File: src/hdl/ipc_pkg.sv
package ipc_pkg;
  // special-function address of the power control register
  localparam logic [7:0] PWR_CTRL_ADDR = 8'h87;
  // field positions
  localparam int BIT_BAUD_DOUBLE = 7;
  localparam int BIT_FLAG_1 = 3;
  localparam int BIT_FLAG_0 = 2;
  localparam int BIT_POWER_DOWN = 1;
  localparam int BIT_SLEEP = 0;
  // reset value, reserved bits taken as zero
  localparam logic [7:0] PWR_CTRL_RESET = 8'h00;
  // bits that software may store
  localparam logic [7:0] PWR_CTRL_MASK = 8'h8f;
  // serial port mode with no baud doubling
  localparam logic [1:0] SERIAL_MODE_0 = 2'h0;
  // strobe levels held in each low-power mode
  localparam logic STROBE_IDLE = 1'b1;
  localparam logic STROBE_PDOWN = 1'b0;
  // read bus level when nothing is read, clock enables after reset
  localparam logic [7:0] RDATA_NONE = 8'h00;
  localparam logic CLK_EN_RESET = 1'b1;

  typedef enum {
    IPC_RUN,
    IPC_IDLE,
    IPC_PDOWN
  } ipc_state_e;

  // special-function register access from the cpu core
  typedef struct packed {
    logic wr;
    logic rd;
    logic bit_access;
    logic [7:0] addr;
    logic [7:0] wdata;
  } ipc_sfr_s;

  // pin control towards the port and strobe drivers
  typedef struct packed {
    logic ale;
    logic prog_store_strobe;
    logic port0_float;
    logic port2_addr;
  } ipc_pins_s;
endpackage

File: src/hdl/ipc_power_ctrl.sv
`timescale 1ns/1ps
// Summary of operation
// RQ1: power-down stops the oscillator, so no internal clock runs.
// RQ2: idle gates only the cpu clock; interrupt, serial, timers keep clock.
// RQ3: power control register at address 87h, byte access only.
// RQ4: baud double bit doubles serial rate only in serial modes 1-3.
// RQ5: bits 3 and 2 are plain user flags without hardware effect.
// RQ6: writing one to bit 1 starts power-down.
// RQ7: writing one to bit 0 starts idle.
// RQ8: both bits written together: power-down wins, idle ignored.
// RQ9: reset clears bits 7 and 3..0; reserved bits read zero here.
// RQ10: idle holds both strobes high; power-down drives both low.
// RQ11: external fetch: port 0 floats; port 2 address in idle only.
// RQ12: the write setting the sleep bit completes before cpu clock stops.
// RQ13: idle keeps all cpu state, since the cpu is only frozen.
// RQ14: enabled interrupt in idle clears sleep bit and ends idle.
// RQ15: after interrupt return, execution resumes after the sleep write.
// RQ16: reset must be held 2 machine cycles (24 periods) to end idle.
// RQ17: power-down keeps internal ram while all else stops.
// RQ18: the write setting power-down completes before it takes effect.
// RQ19: only hardware reset leaves power-down; interrupts do not.
// RQ20: cpu clock re-enables glitch-free on idle exit.
module ipc_power_ctrl (
  input wire logic clk_in,
  input wire logic rstn_in,
  input wire ipc_pkg::ipc_sfr_s sfr_in,
  input wire logic irq_enabled_in,
  input wire logic ext_program_in,
  input wire logic [1:0] serial_mode_in,
  input wire logic cpu_ale_in,
  input wire logic cpu_prog_store_strobe_in,
  output logic [7:0] rdata_out,
  output logic osc_run_out,
  output logic cpu_clk_en_out,
  output logic periph_clk_en_out,
  output logic ram_retain_out,
  output logic baud_double_out,
  output logic idle_out,
  output logic power_down_out,
  output ipc_pkg::ipc_pins_s pins_out
);

  logic [7:0] power_control_reg;
  logic [7:0] next_power_control_reg;
  ipc_pkg::ipc_state_e state;
  ipc_pkg::ipc_state_e next_state;
  logic pc_write;

  ////////////////////////////////////////////////////////////////////////
  // register decode, byte writes only
  assign pc_write = sfr_in.wr && !sfr_in.bit_access
    && (sfr_in.addr == ipc_pkg::PWR_CTRL_ADDR); // RQ3

  // register and mode next values
  always_comb
  begin
    next_power_control_reg = power_control_reg;
    next_state = state;
    case (state)
      ipc_pkg::IPC_RUN:
      begin
        if (pc_write)
        begin
          // store only defined bits; mode entry after this write
          next_power_control_reg = sfr_in.wdata & ipc_pkg::PWR_CTRL_MASK;
          if (sfr_in.wdata[ipc_pkg::BIT_POWER_DOWN])
          begin
            next_state = ipc_pkg::IPC_PDOWN; // RQ6 RQ8 RQ18
            next_power_control_reg[ipc_pkg::BIT_SLEEP] = 1'b0; // RQ8
          end
          else if (sfr_in.wdata[ipc_pkg::BIT_SLEEP])
          begin
            next_state = ipc_pkg::IPC_IDLE; // RQ7 RQ12
          end
        end
      end
      ipc_pkg::IPC_IDLE:
      begin
        // cpu frozen, no writes possible; wake on enabled interrupt
        if (irq_enabled_in)
        begin
          next_power_control_reg[ipc_pkg::BIT_SLEEP] = 1'b0; // RQ14
          next_state = ipc_pkg::IPC_RUN; // RQ14 RQ15
        end
      end
      ipc_pkg::IPC_PDOWN:
      begin
        next_state = ipc_pkg::IPC_PDOWN; // RQ19
      end
      default:
      begin
        next_state = ipc_pkg::IPC_RUN;
      end
    endcase
  end

  // registers, synchronous reset ends any mode
  always_ff @(posedge clk_in)
  begin
    if (!rstn_in)
    begin
      power_control_reg <= ipc_pkg::PWR_CTRL_RESET; // RQ9
      state <= ipc_pkg::IPC_RUN; // RQ16 RQ19
    end
    else
    begin
      power_control_reg <= next_power_control_reg;
      state <= next_state;
    end
  end

  ////////////////////////////////////////////////////////////////////////
  // read data, registered; zero for other addresses
  logic [7:0] next_rdata;
  always_comb
  begin
    next_rdata = ipc_pkg::RDATA_NONE;
    if (sfr_in.rd && (sfr_in.addr == ipc_pkg::PWR_CTRL_ADDR))
    begin
      next_rdata = power_control_reg; // RQ3 RQ5
    end
  end

  // read data register
  always_ff @(posedge clk_in)
  begin
    if (!rstn_in)
    begin
      rdata_out <= ipc_pkg::RDATA_NONE;
    end
    else
    begin
      rdata_out <= next_rdata;
    end
  end

  ////////////////////////////////////////////////////////////////////////
  // clock enables are registered flops, so gating is glitch-free
  logic next_cpu_clk_en;
  logic next_periph_clk_en;
  logic next_osc_run;
  always_comb
  begin
    next_cpu_clk_en = (next_state == ipc_pkg::IPC_RUN); // RQ2 RQ13 RQ20
    next_periph_clk_en = (next_state != ipc_pkg::IPC_PDOWN); // RQ2
    next_osc_run = (next_state != ipc_pkg::IPC_PDOWN); // RQ1 RQ17
  end

  // clock enable registers, all running after reset
  always_ff @(posedge clk_in)
  begin
    if (!rstn_in)
    begin
      cpu_clk_en_out <= ipc_pkg::CLK_EN_RESET;
      periph_clk_en_out <= ipc_pkg::CLK_EN_RESET;
      osc_run_out <= ipc_pkg::CLK_EN_RESET;
    end
    else
    begin
      cpu_clk_en_out <= next_cpu_clk_en;
      periph_clk_en_out <= next_periph_clk_en;
      osc_run_out <= next_osc_run;
    end
  end

  ////////////////////////////////////////////////////////////////////////
  // mode flags, ram retention and baud doubling
  assign idle_out = (state == ipc_pkg::IPC_IDLE);
  assign power_down_out = (state == ipc_pkg::IPC_PDOWN);
  assign ram_retain_out = 1'b1; // RQ17
  assign baud_double_out = power_control_reg[ipc_pkg::BIT_BAUD_DOUBLE]
    && (serial_mode_in != ipc_pkg::SERIAL_MODE_0); // RQ4

  // strobe and port control per mode
  always_comb
  begin
    pins_out.ale = cpu_ale_in;
    pins_out.prog_store_strobe = cpu_prog_store_strobe_in;
    pins_out.port0_float = 1'b0;
    pins_out.port2_addr = ext_program_in;
    case (state)
      ipc_pkg::IPC_IDLE:
      begin
        pins_out.ale = ipc_pkg::STROBE_IDLE; // RQ10
        pins_out.prog_store_strobe = ipc_pkg::STROBE_IDLE; // RQ10
        pins_out.port0_float = ext_program_in; // RQ11
        pins_out.port2_addr = ext_program_in; // RQ11
      end
      ipc_pkg::IPC_PDOWN:
      begin
        pins_out.ale = ipc_pkg::STROBE_PDOWN; // RQ10
        pins_out.prog_store_strobe = ipc_pkg::STROBE_PDOWN; // RQ10
        pins_out.port0_float = ext_program_in; // RQ11
        pins_out.port2_addr = 1'b0; // RQ11
      end
      default:
      begin
        pins_out.port0_float = 1'b0;
      end
    endcase
  end

  ////////////////////////////////////////////////////////////////////////
  // checks
  chk_pd_precedence: assert property ( // RQ8
    @(posedge clk_in) disable iff (!rstn_in)
    (state == ipc_pkg::IPC_RUN) && pc_write
    && sfr_in.wdata[ipc_pkg::BIT_POWER_DOWN] |=> power_down_out && !idle_out)
    else $error("power-down did not win");

  chk_idle_entry: assert property ( // RQ7
    @(posedge clk_in) disable iff (!rstn_in)
    (state == ipc_pkg::IPC_RUN) && pc_write
    && !sfr_in.wdata[ipc_pkg::BIT_POWER_DOWN]
    && sfr_in.wdata[ipc_pkg::BIT_SLEEP] |=> idle_out && !cpu_clk_en_out)
    else $error("idle not entered");

  chk_idle_periph: assert property ( // RQ2
    @(posedge clk_in) disable iff (!rstn_in)
    idle_out |-> periph_clk_en_out && osc_run_out && !cpu_clk_en_out)
    else $error("idle clocks wrong");

  chk_pd_osc: assert property ( // RQ1
    @(posedge clk_in) disable iff (!rstn_in)
    power_down_out |-> !osc_run_out && !periph_clk_en_out)
    else $error("oscillator runs in power-down");

  chk_idle_wake: assert property ( // RQ14
    @(posedge clk_in) disable iff (!rstn_in)
    idle_out && irq_enabled_in |=> !idle_out && cpu_clk_en_out
    && !power_control_reg[ipc_pkg::BIT_SLEEP])
    else $error("idle wake failed");

  chk_pd_sticky: assert property ( // RQ19
    @(posedge clk_in) disable iff (!rstn_in)
    power_down_out |=> power_down_out)
    else $error("power-down left without reset");

  chk_strobe_levels: assert property ( // RQ10
    @(posedge clk_in) disable iff (!rstn_in)
    (idle_out |-> pins_out.ale && pins_out.prog_store_strobe)
    and (power_down_out |-> !pins_out.ale && !pins_out.prog_store_strobe))
    else $error("strobe level wrong");

  chk_bit_access: assert property ( // RQ3
    @(posedge clk_in) disable iff (!rstn_in)
    sfr_in.bit_access && (state == ipc_pkg::IPC_RUN)
    |=> $stable(power_control_reg))
    else $error("bit access changed register");

  chk_baud_mode: assert property ( // RQ4
    @(posedge clk_in) disable iff (!rstn_in)
    (serial_mode_in == ipc_pkg::SERIAL_MODE_0) |-> !baud_double_out)
    else $error("baud doubled in mode 0");

  chk_reset_value: assert property ( // RQ9
    @(posedge clk_in)
    !rstn_in |=> power_control_reg == ipc_pkg::PWR_CTRL_RESET
    && cpu_clk_en_out)
    else $error("reset value wrong");

  chk_baud_on: assert property ( // RQ4
    @(posedge clk_in) disable iff (!rstn_in)
    power_control_reg[ipc_pkg::BIT_BAUD_DOUBLE]
    && (serial_mode_in != ipc_pkg::SERIAL_MODE_0) |-> baud_double_out)
    else $error("baud not doubled");

  chk_flags_stored: assert property ( // RQ5
    @(posedge clk_in) disable iff (!rstn_in)
    pc_write && (state == ipc_pkg::IPC_RUN)
    |=> power_control_reg[ipc_pkg::BIT_FLAG_1:ipc_pkg::BIT_FLAG_0]
    == $past(sfr_in.wdata[ipc_pkg::BIT_FLAG_1:ipc_pkg::BIT_FLAG_0]))
    else $error("user flags not stored");

  chk_read_data: assert property ( // RQ3
    @(posedge clk_in) disable iff (!rstn_in)
    sfr_in.rd && (sfr_in.addr == ipc_pkg::PWR_CTRL_ADDR)
    |=> rdata_out == $past(power_control_reg))
    else $error("read data wrong");

  chk_other_addr: assert property ( // RQ3
    @(posedge clk_in) disable iff (!rstn_in)
    sfr_in.wr && (sfr_in.addr != ipc_pkg::PWR_CTRL_ADDR)
    && (state == ipc_pkg::IPC_RUN) |=> $stable(power_control_reg))
    else $error("other address changed register");

  chk_reserved_zero: assert property ( // RQ9
    @(posedge clk_in) disable iff (!rstn_in)
    !(|(power_control_reg & ~ipc_pkg::PWR_CTRL_MASK)))
    else $error("reserved bits set");

  chk_pd_no_sleep: assert property ( // RQ8
    @(posedge clk_in) disable iff (!rstn_in)
    power_down_out |-> !power_control_reg[ipc_pkg::BIT_SLEEP])
    else $error("sleep bit kept in power-down");

  chk_idle_frozen: assert property ( // RQ13
    @(posedge clk_in) disable iff (!rstn_in)
    idle_out && !irq_enabled_in
    |=> idle_out && $stable(power_control_reg))
    else $error("idle state disturbed");

  chk_run_clocks: assert property ( // RQ20
    @(posedge clk_in) disable iff (!rstn_in)
    !idle_out && !power_down_out
    |-> cpu_clk_en_out && periph_clk_en_out && osc_run_out)
    else $error("clocks off while running");

  chk_port_float: assert property ( // RQ11
    @(posedge clk_in) disable iff (!rstn_in)
    (idle_out || power_down_out)
    |-> pins_out.port0_float == ext_program_in)
    else $error("port 0 float wrong");

  chk_port2_pdown: assert property ( // RQ11
    @(posedge clk_in) disable iff (!rstn_in)
    power_down_out |-> !pins_out.port2_addr)
    else $error("port 2 shows address in power-down");

  chk_ram_retain: assert property ( // RQ17
    @(posedge clk_in) disable iff (!rstn_in)
    power_down_out |-> ram_retain_out)
    else $error("ram not retained");

endmodule // ipc_power_ctrl

File: config.mk
export PLATFORM = sky130hd
export DESIGN_NAME = ipc_power_ctrl
export DESIGN_NICKNAME = d
export VERILOG_FILES = /design/src/hdl/ipc_pkg.sv /design/src/hdl/ipc_power_ctrl.sv
export SDC_FILE = /design/constraint.sdc
export NUM_CORES = 1
export LEC_CHECK = 0
export CORE_MARGIN = 2
export CORE_UTILIZATION = 54
export CTS_CLUSTER_DIAMETER = 50
export DETAILED_ROUTE_END_ITERATION = 12
export DONT_BUFFER_PORTS = 1
export PLACE_DENSITY_LB_ADDON = 0.25
export SLEW_MARGIN = 20
export SYNTH_ARGS = -nofsm -noshare
export SYNTH_HDL_FRONTEND = slang
export SYNTH_SLANG_ARGS = --single-unit
File: constraint.sdc
create_clock -name clk_in -period 1.6 [get_ports clk_in]
set_input_delay 0.08 -clock clk_in [delete_from_list [all_inputs] [get_ports clk_in]]
set_output_delay 0.08 -clock clk_in [all_outputs]
set_load 0.01 [all_outputs]
* Word level (Yosys, flattened, before mapping)
Cells that the tools add are included.
Operators by class: reduce and logical (&&, ||, !) cells 13, equality and inequality tests 8, muxes and demuxes 12
Operator list (count):
- two-way mux 32 bit | 4
- one-hot mux 32 bit (3 select lines) | 1
- == test 32 x 2 -> 1 bit, second input constant | 2
- zero test 32 bit | 2
- == test 32 x 1 -> 1 bit, second input constant | 1
- == test 32 x 3 -> 1 bit, second input constant | 1
- != test 32 x 3 -> 1 bit, second input constant | 1
- == test 8 bit, second input constant | 1
- two-way mux 1 bit | 5
- logical AND 1 bit | 4
- != test 2 bit, second input constant | 2
- one-hot mux 2 bit (2 select lines) | 1
- AND reduction 2 bit | 2
- nonzero test 2 bit | 2
- AND reduction 3 bit | 1
- one-hot mux 1 bit (2 select lines) | 1
- OR reduction 2 bit | 1
- zero test 1 bit | 1
Word-level totals: output and inout port bits 19, logic and storage cells 39, flip-flop bits (word level) 44, bits of input ports 27

* Longest topological paths before layout
depth after elaboration 6, mapped depth 5, depth with buffers taken out 4

* Worst setup path after synthesis
No wires, ideal clock.
path kind register to register, from register state[29], to register power_control_reg[1], period minus slack after synthesis 1.510 ns, cell stages (with the launch flop) 5, buffers on the path 0, path slack 0.090 ns, data required time 1.528 ns, data arrival time 1.438 ns, setup time 0.072 ns, cells stage by stage dfxtp_1 > nor4_4 > nand4_4 > nor4_4 > mux2i_1
Between the ends: longest elaborated chain between the ends 2
Ends and longest elaborated chain:
- start, declared | RTL line ipc_power_ctrl.sv:45 | ipc_pkg::ipc_state_e state;
- start signal, assigned | RTL line ipc_power_ctrl.sv:103 | state <= ipc_pkg::IPC_RUN;
- start signal, assigned | RTL line ipc_power_ctrl.sv:108 | state <= next_state;
- zero test 32 bit | RTL line ipc_power_ctrl.sv:59 | case (state)
- AND reduction 2 bit (no source line)
- end signal, assigned | RTL line ipc_power_ctrl.sv:102 | power_control_reg <= ipc_pkg::PWR_CTRL_RESET;
- end signal, assigned | RTL line ipc_power_ctrl.sv:107 | power_control_reg <= next_power_control_reg;
- end, declared | RTL line ipc_power_ctrl.sv:43 | logic [7:0] power_control_reg;
No other way between the ends. A chain may end at the register's enable or synchronous reset.

==> flow_summary.toml <==
[routing]
wl_per_cell_um = 13.7
dr.first_iter.drc_count = 53
antenna_left = 0
dr.pass1.iters = 5
drc = 0
vias = 1110
routed_wl_um = 2960
via_per_inst = 5.12

[clocking]
cts_tree = "built"
root_buffer = "clkbuf_4"
clock_path_buffers = 2
cts_made_buffers = 5
htreeDepth = 2
clock_sinks = 44
worstSkewPairLatency_ps = 350
clk_pin_slew_ps = 120

[run_status]
violations = "setup timing"
status = "finished, violations left"

[die]
start_util = 0.570
num_io_pins = 46
die_w_um = 57.9
die_h_um = 57.9
die_area_mm2 = 0.00336
fp.coreArea_mm2 = 0.00276
rows = 19

[run]
drv_cap = 0

[critical_path]
critPathMostFrequentCell = "nor4_4"
cp_max_fo = 7
r2r_start = "state[3]"
path_delay_family = "simple AND/OR/NAND/NOR gates"
cp_slowest_stage_delay_ps = 350
cp-end-kind = "output port"
cp_slowest_cell = "dfxtp_2"
cp.arrival_ps = 1780
criticalPathCategory = "flop to output port"
worstPathCellList = "nor4_4, nand4_4, buf_12, nor4_4, nand2b_4"
crit_required_ps = 1520
cp_num_buf_inv = 1
setup.worst_path.start = "state[3]"
cp-start-kind = "flop"

[yosys]
synthesis.area_mm2 = 0.00157
ys.flop_type = "dfxtp_1"
synth-seq-cells = 44
synth.distinct_cells = 34
syn_avg_cell_area_um2 = 12.1
async_reset_ff_frac = 0
synth-seq-area-share = 0.561
synth_cells = 130
synth_edf_count = 0
synth_warnings = 0

[power]
leakagePower_nw = 0.820
pwr_density_cell_mw_per_mm2 = 958
vdd_drop_max_mv = 0.928

[finish]
fillerInstances = 193
multi_input_area_um2 = 817
nets = 212
fin_area_mm2 = 0.00205
diodes = 0
largest_reg_flops = 32
post-route-util = 0.743
area_delta_synth_final_pct = 30.4
final_cells = 217
drive_gt1_frac = 0.269
seq_area_um2 = 886

[global_routing]
grt_max_degree = 15
grtUsageTotal = 0.199
grt_pass1_wl_um = 4870
grt_overflow = 0
antenna_found_initial = 0
grt_pass1_vias = 1148

[timing]
timing.final.crit_share = 1.16
maxSlewViolCount = 0
min_period_ps = 1860
setup_viol = 10
setup_slack_ps = -255
max_clock_freq_mhz = 539
fin_skew_ps = 1.75
finalHoldViolations = 0
whs_ps = 33.6
setup-tns-final_ps = -1570
rsz0062_at_grt = "true"

[place]
port_buffers = 0
dp_hpwl_um = 1930
place_inst = 193
place_congestion = 0.719
dpl-instance-area_mm2 = 0.00174

[hold_path]
worstHoldStart = "sfr_in[1]"
hp-class = "input port to flop"
[synth_stat cells (all sizes together) (3+ instances only)]
| cell | n | area [um2] |
|---|---|---|
| mux2i | 4 | 40.0 |
| nand2b | 5 | 31.3 |
| and2 | 5 | 31.3 |
| dfxtp | 44 | 881 |
| buf | 6 | 45.0 |
| nor3 | 5 | 25.0 |
| nor4 | 10 | 183 |
| nor2 | 4 | 15.0 |
| nand4 | 5 | 61.3 |
| nand3 | 3 | 15.0 |
| inv | 3 | 11.3 |
| nand2 | 11 | 41.3 |
[layout by cell type, fill, tap and decap left out, types with 2 or more instances in the layout]
cell type and n:
nor3_1 3, nor2_1 2, nor3_2 2, o31ai_2 2, nand2b_1 3, buf_4 14, nand3_1 3, conb_1 34
nand4_4 2, clkbuf_4 5, dfxtp_2 4, mux2i_1 4, dfxtp_1 40, nand2b_4 2, nand2_1 11, inv_1 3
nor2b_1 2, nor2_2 2, and2_1 5, nor4_4 9, nand4_1 3, dlygate4sd3_1 7, a21oi_1 2
[report_power, final]
part | internal [W] | switching [W]
Clock | 0.000374 | 0.000341
Sequential | 0.00114 | 0.0000312
Combinational | 0.0000390 | 0.0000403
[metrics by stage]
stage,power [W],setup slack [ps]
2_1_floorplan,0.00124,90.5
3_3_place_gp,0.00124,40.0
3_5_place_dp,0.00124,-51.5
4_1_cts,0.00197,-276
5_1_grt,0.00204,-358
6_report,0.00196,-255
[metal layers]
metal  vias to the layer above  share of wire  global-route usage
met2                        47           0.53               0.349
met4                         0          0.025               0.103
met3                         8          0.077              0.0781
met1                       520           0.37               0.203
met5                         -              0                   0
li1                        535              -                   -
[tightest hold or removal path: stages]
cell      delay (ps)
nand2b_1          80
nor4_1            60
nand2_1           60
a21oi_1           70
[kinds of logic (layout without fill, tap and decap cells)]
logic type      count (synthesis)  in the layout  synth area share
flops                          44             44             0.561
compound gates                 10             10            0.0454
other cells                     2             34           0.00478
mux                             4              4            0.0255
xor+xnor                        1              1           0.00557
simple gates                   59             59             0.314
buf+inv                        10             34            0.0438
[area by class of cell]
cell class	instances	share of cell area
Clock buffer	6	0.0250
Inverter	3	0.00549
Tap cell	31	0.0189
Timing Repair Buffer	23	0.101
Sequential cell	44	0.432
Clock inverter	2	0.0189
Multi-Input combinational cell	108	0.399
[final timing paths]
check        slack [ps]  cells after the start                    to
min                  30                      4              state[0]
max reg2reg        -110                      7  power_control_reg[7]
max                -260                      5           pins_out[3]
min reg2reg         470                      2  power_control_reg[1]
[what timing repair did]
| action | CTS | global route |
|---|---|---|
| setup endpoints to repair | 11 | 12 |
| endpoints found under the hold margin | 9 | 0 |
| pin swaps | 9 | 4 |
| setup buffers | 7 | 2 |
| resized for setup | 14 | 4 |
| hold buffers | 7 | 0 |
No activity file was read; power rests on OpenSTA's default activity.
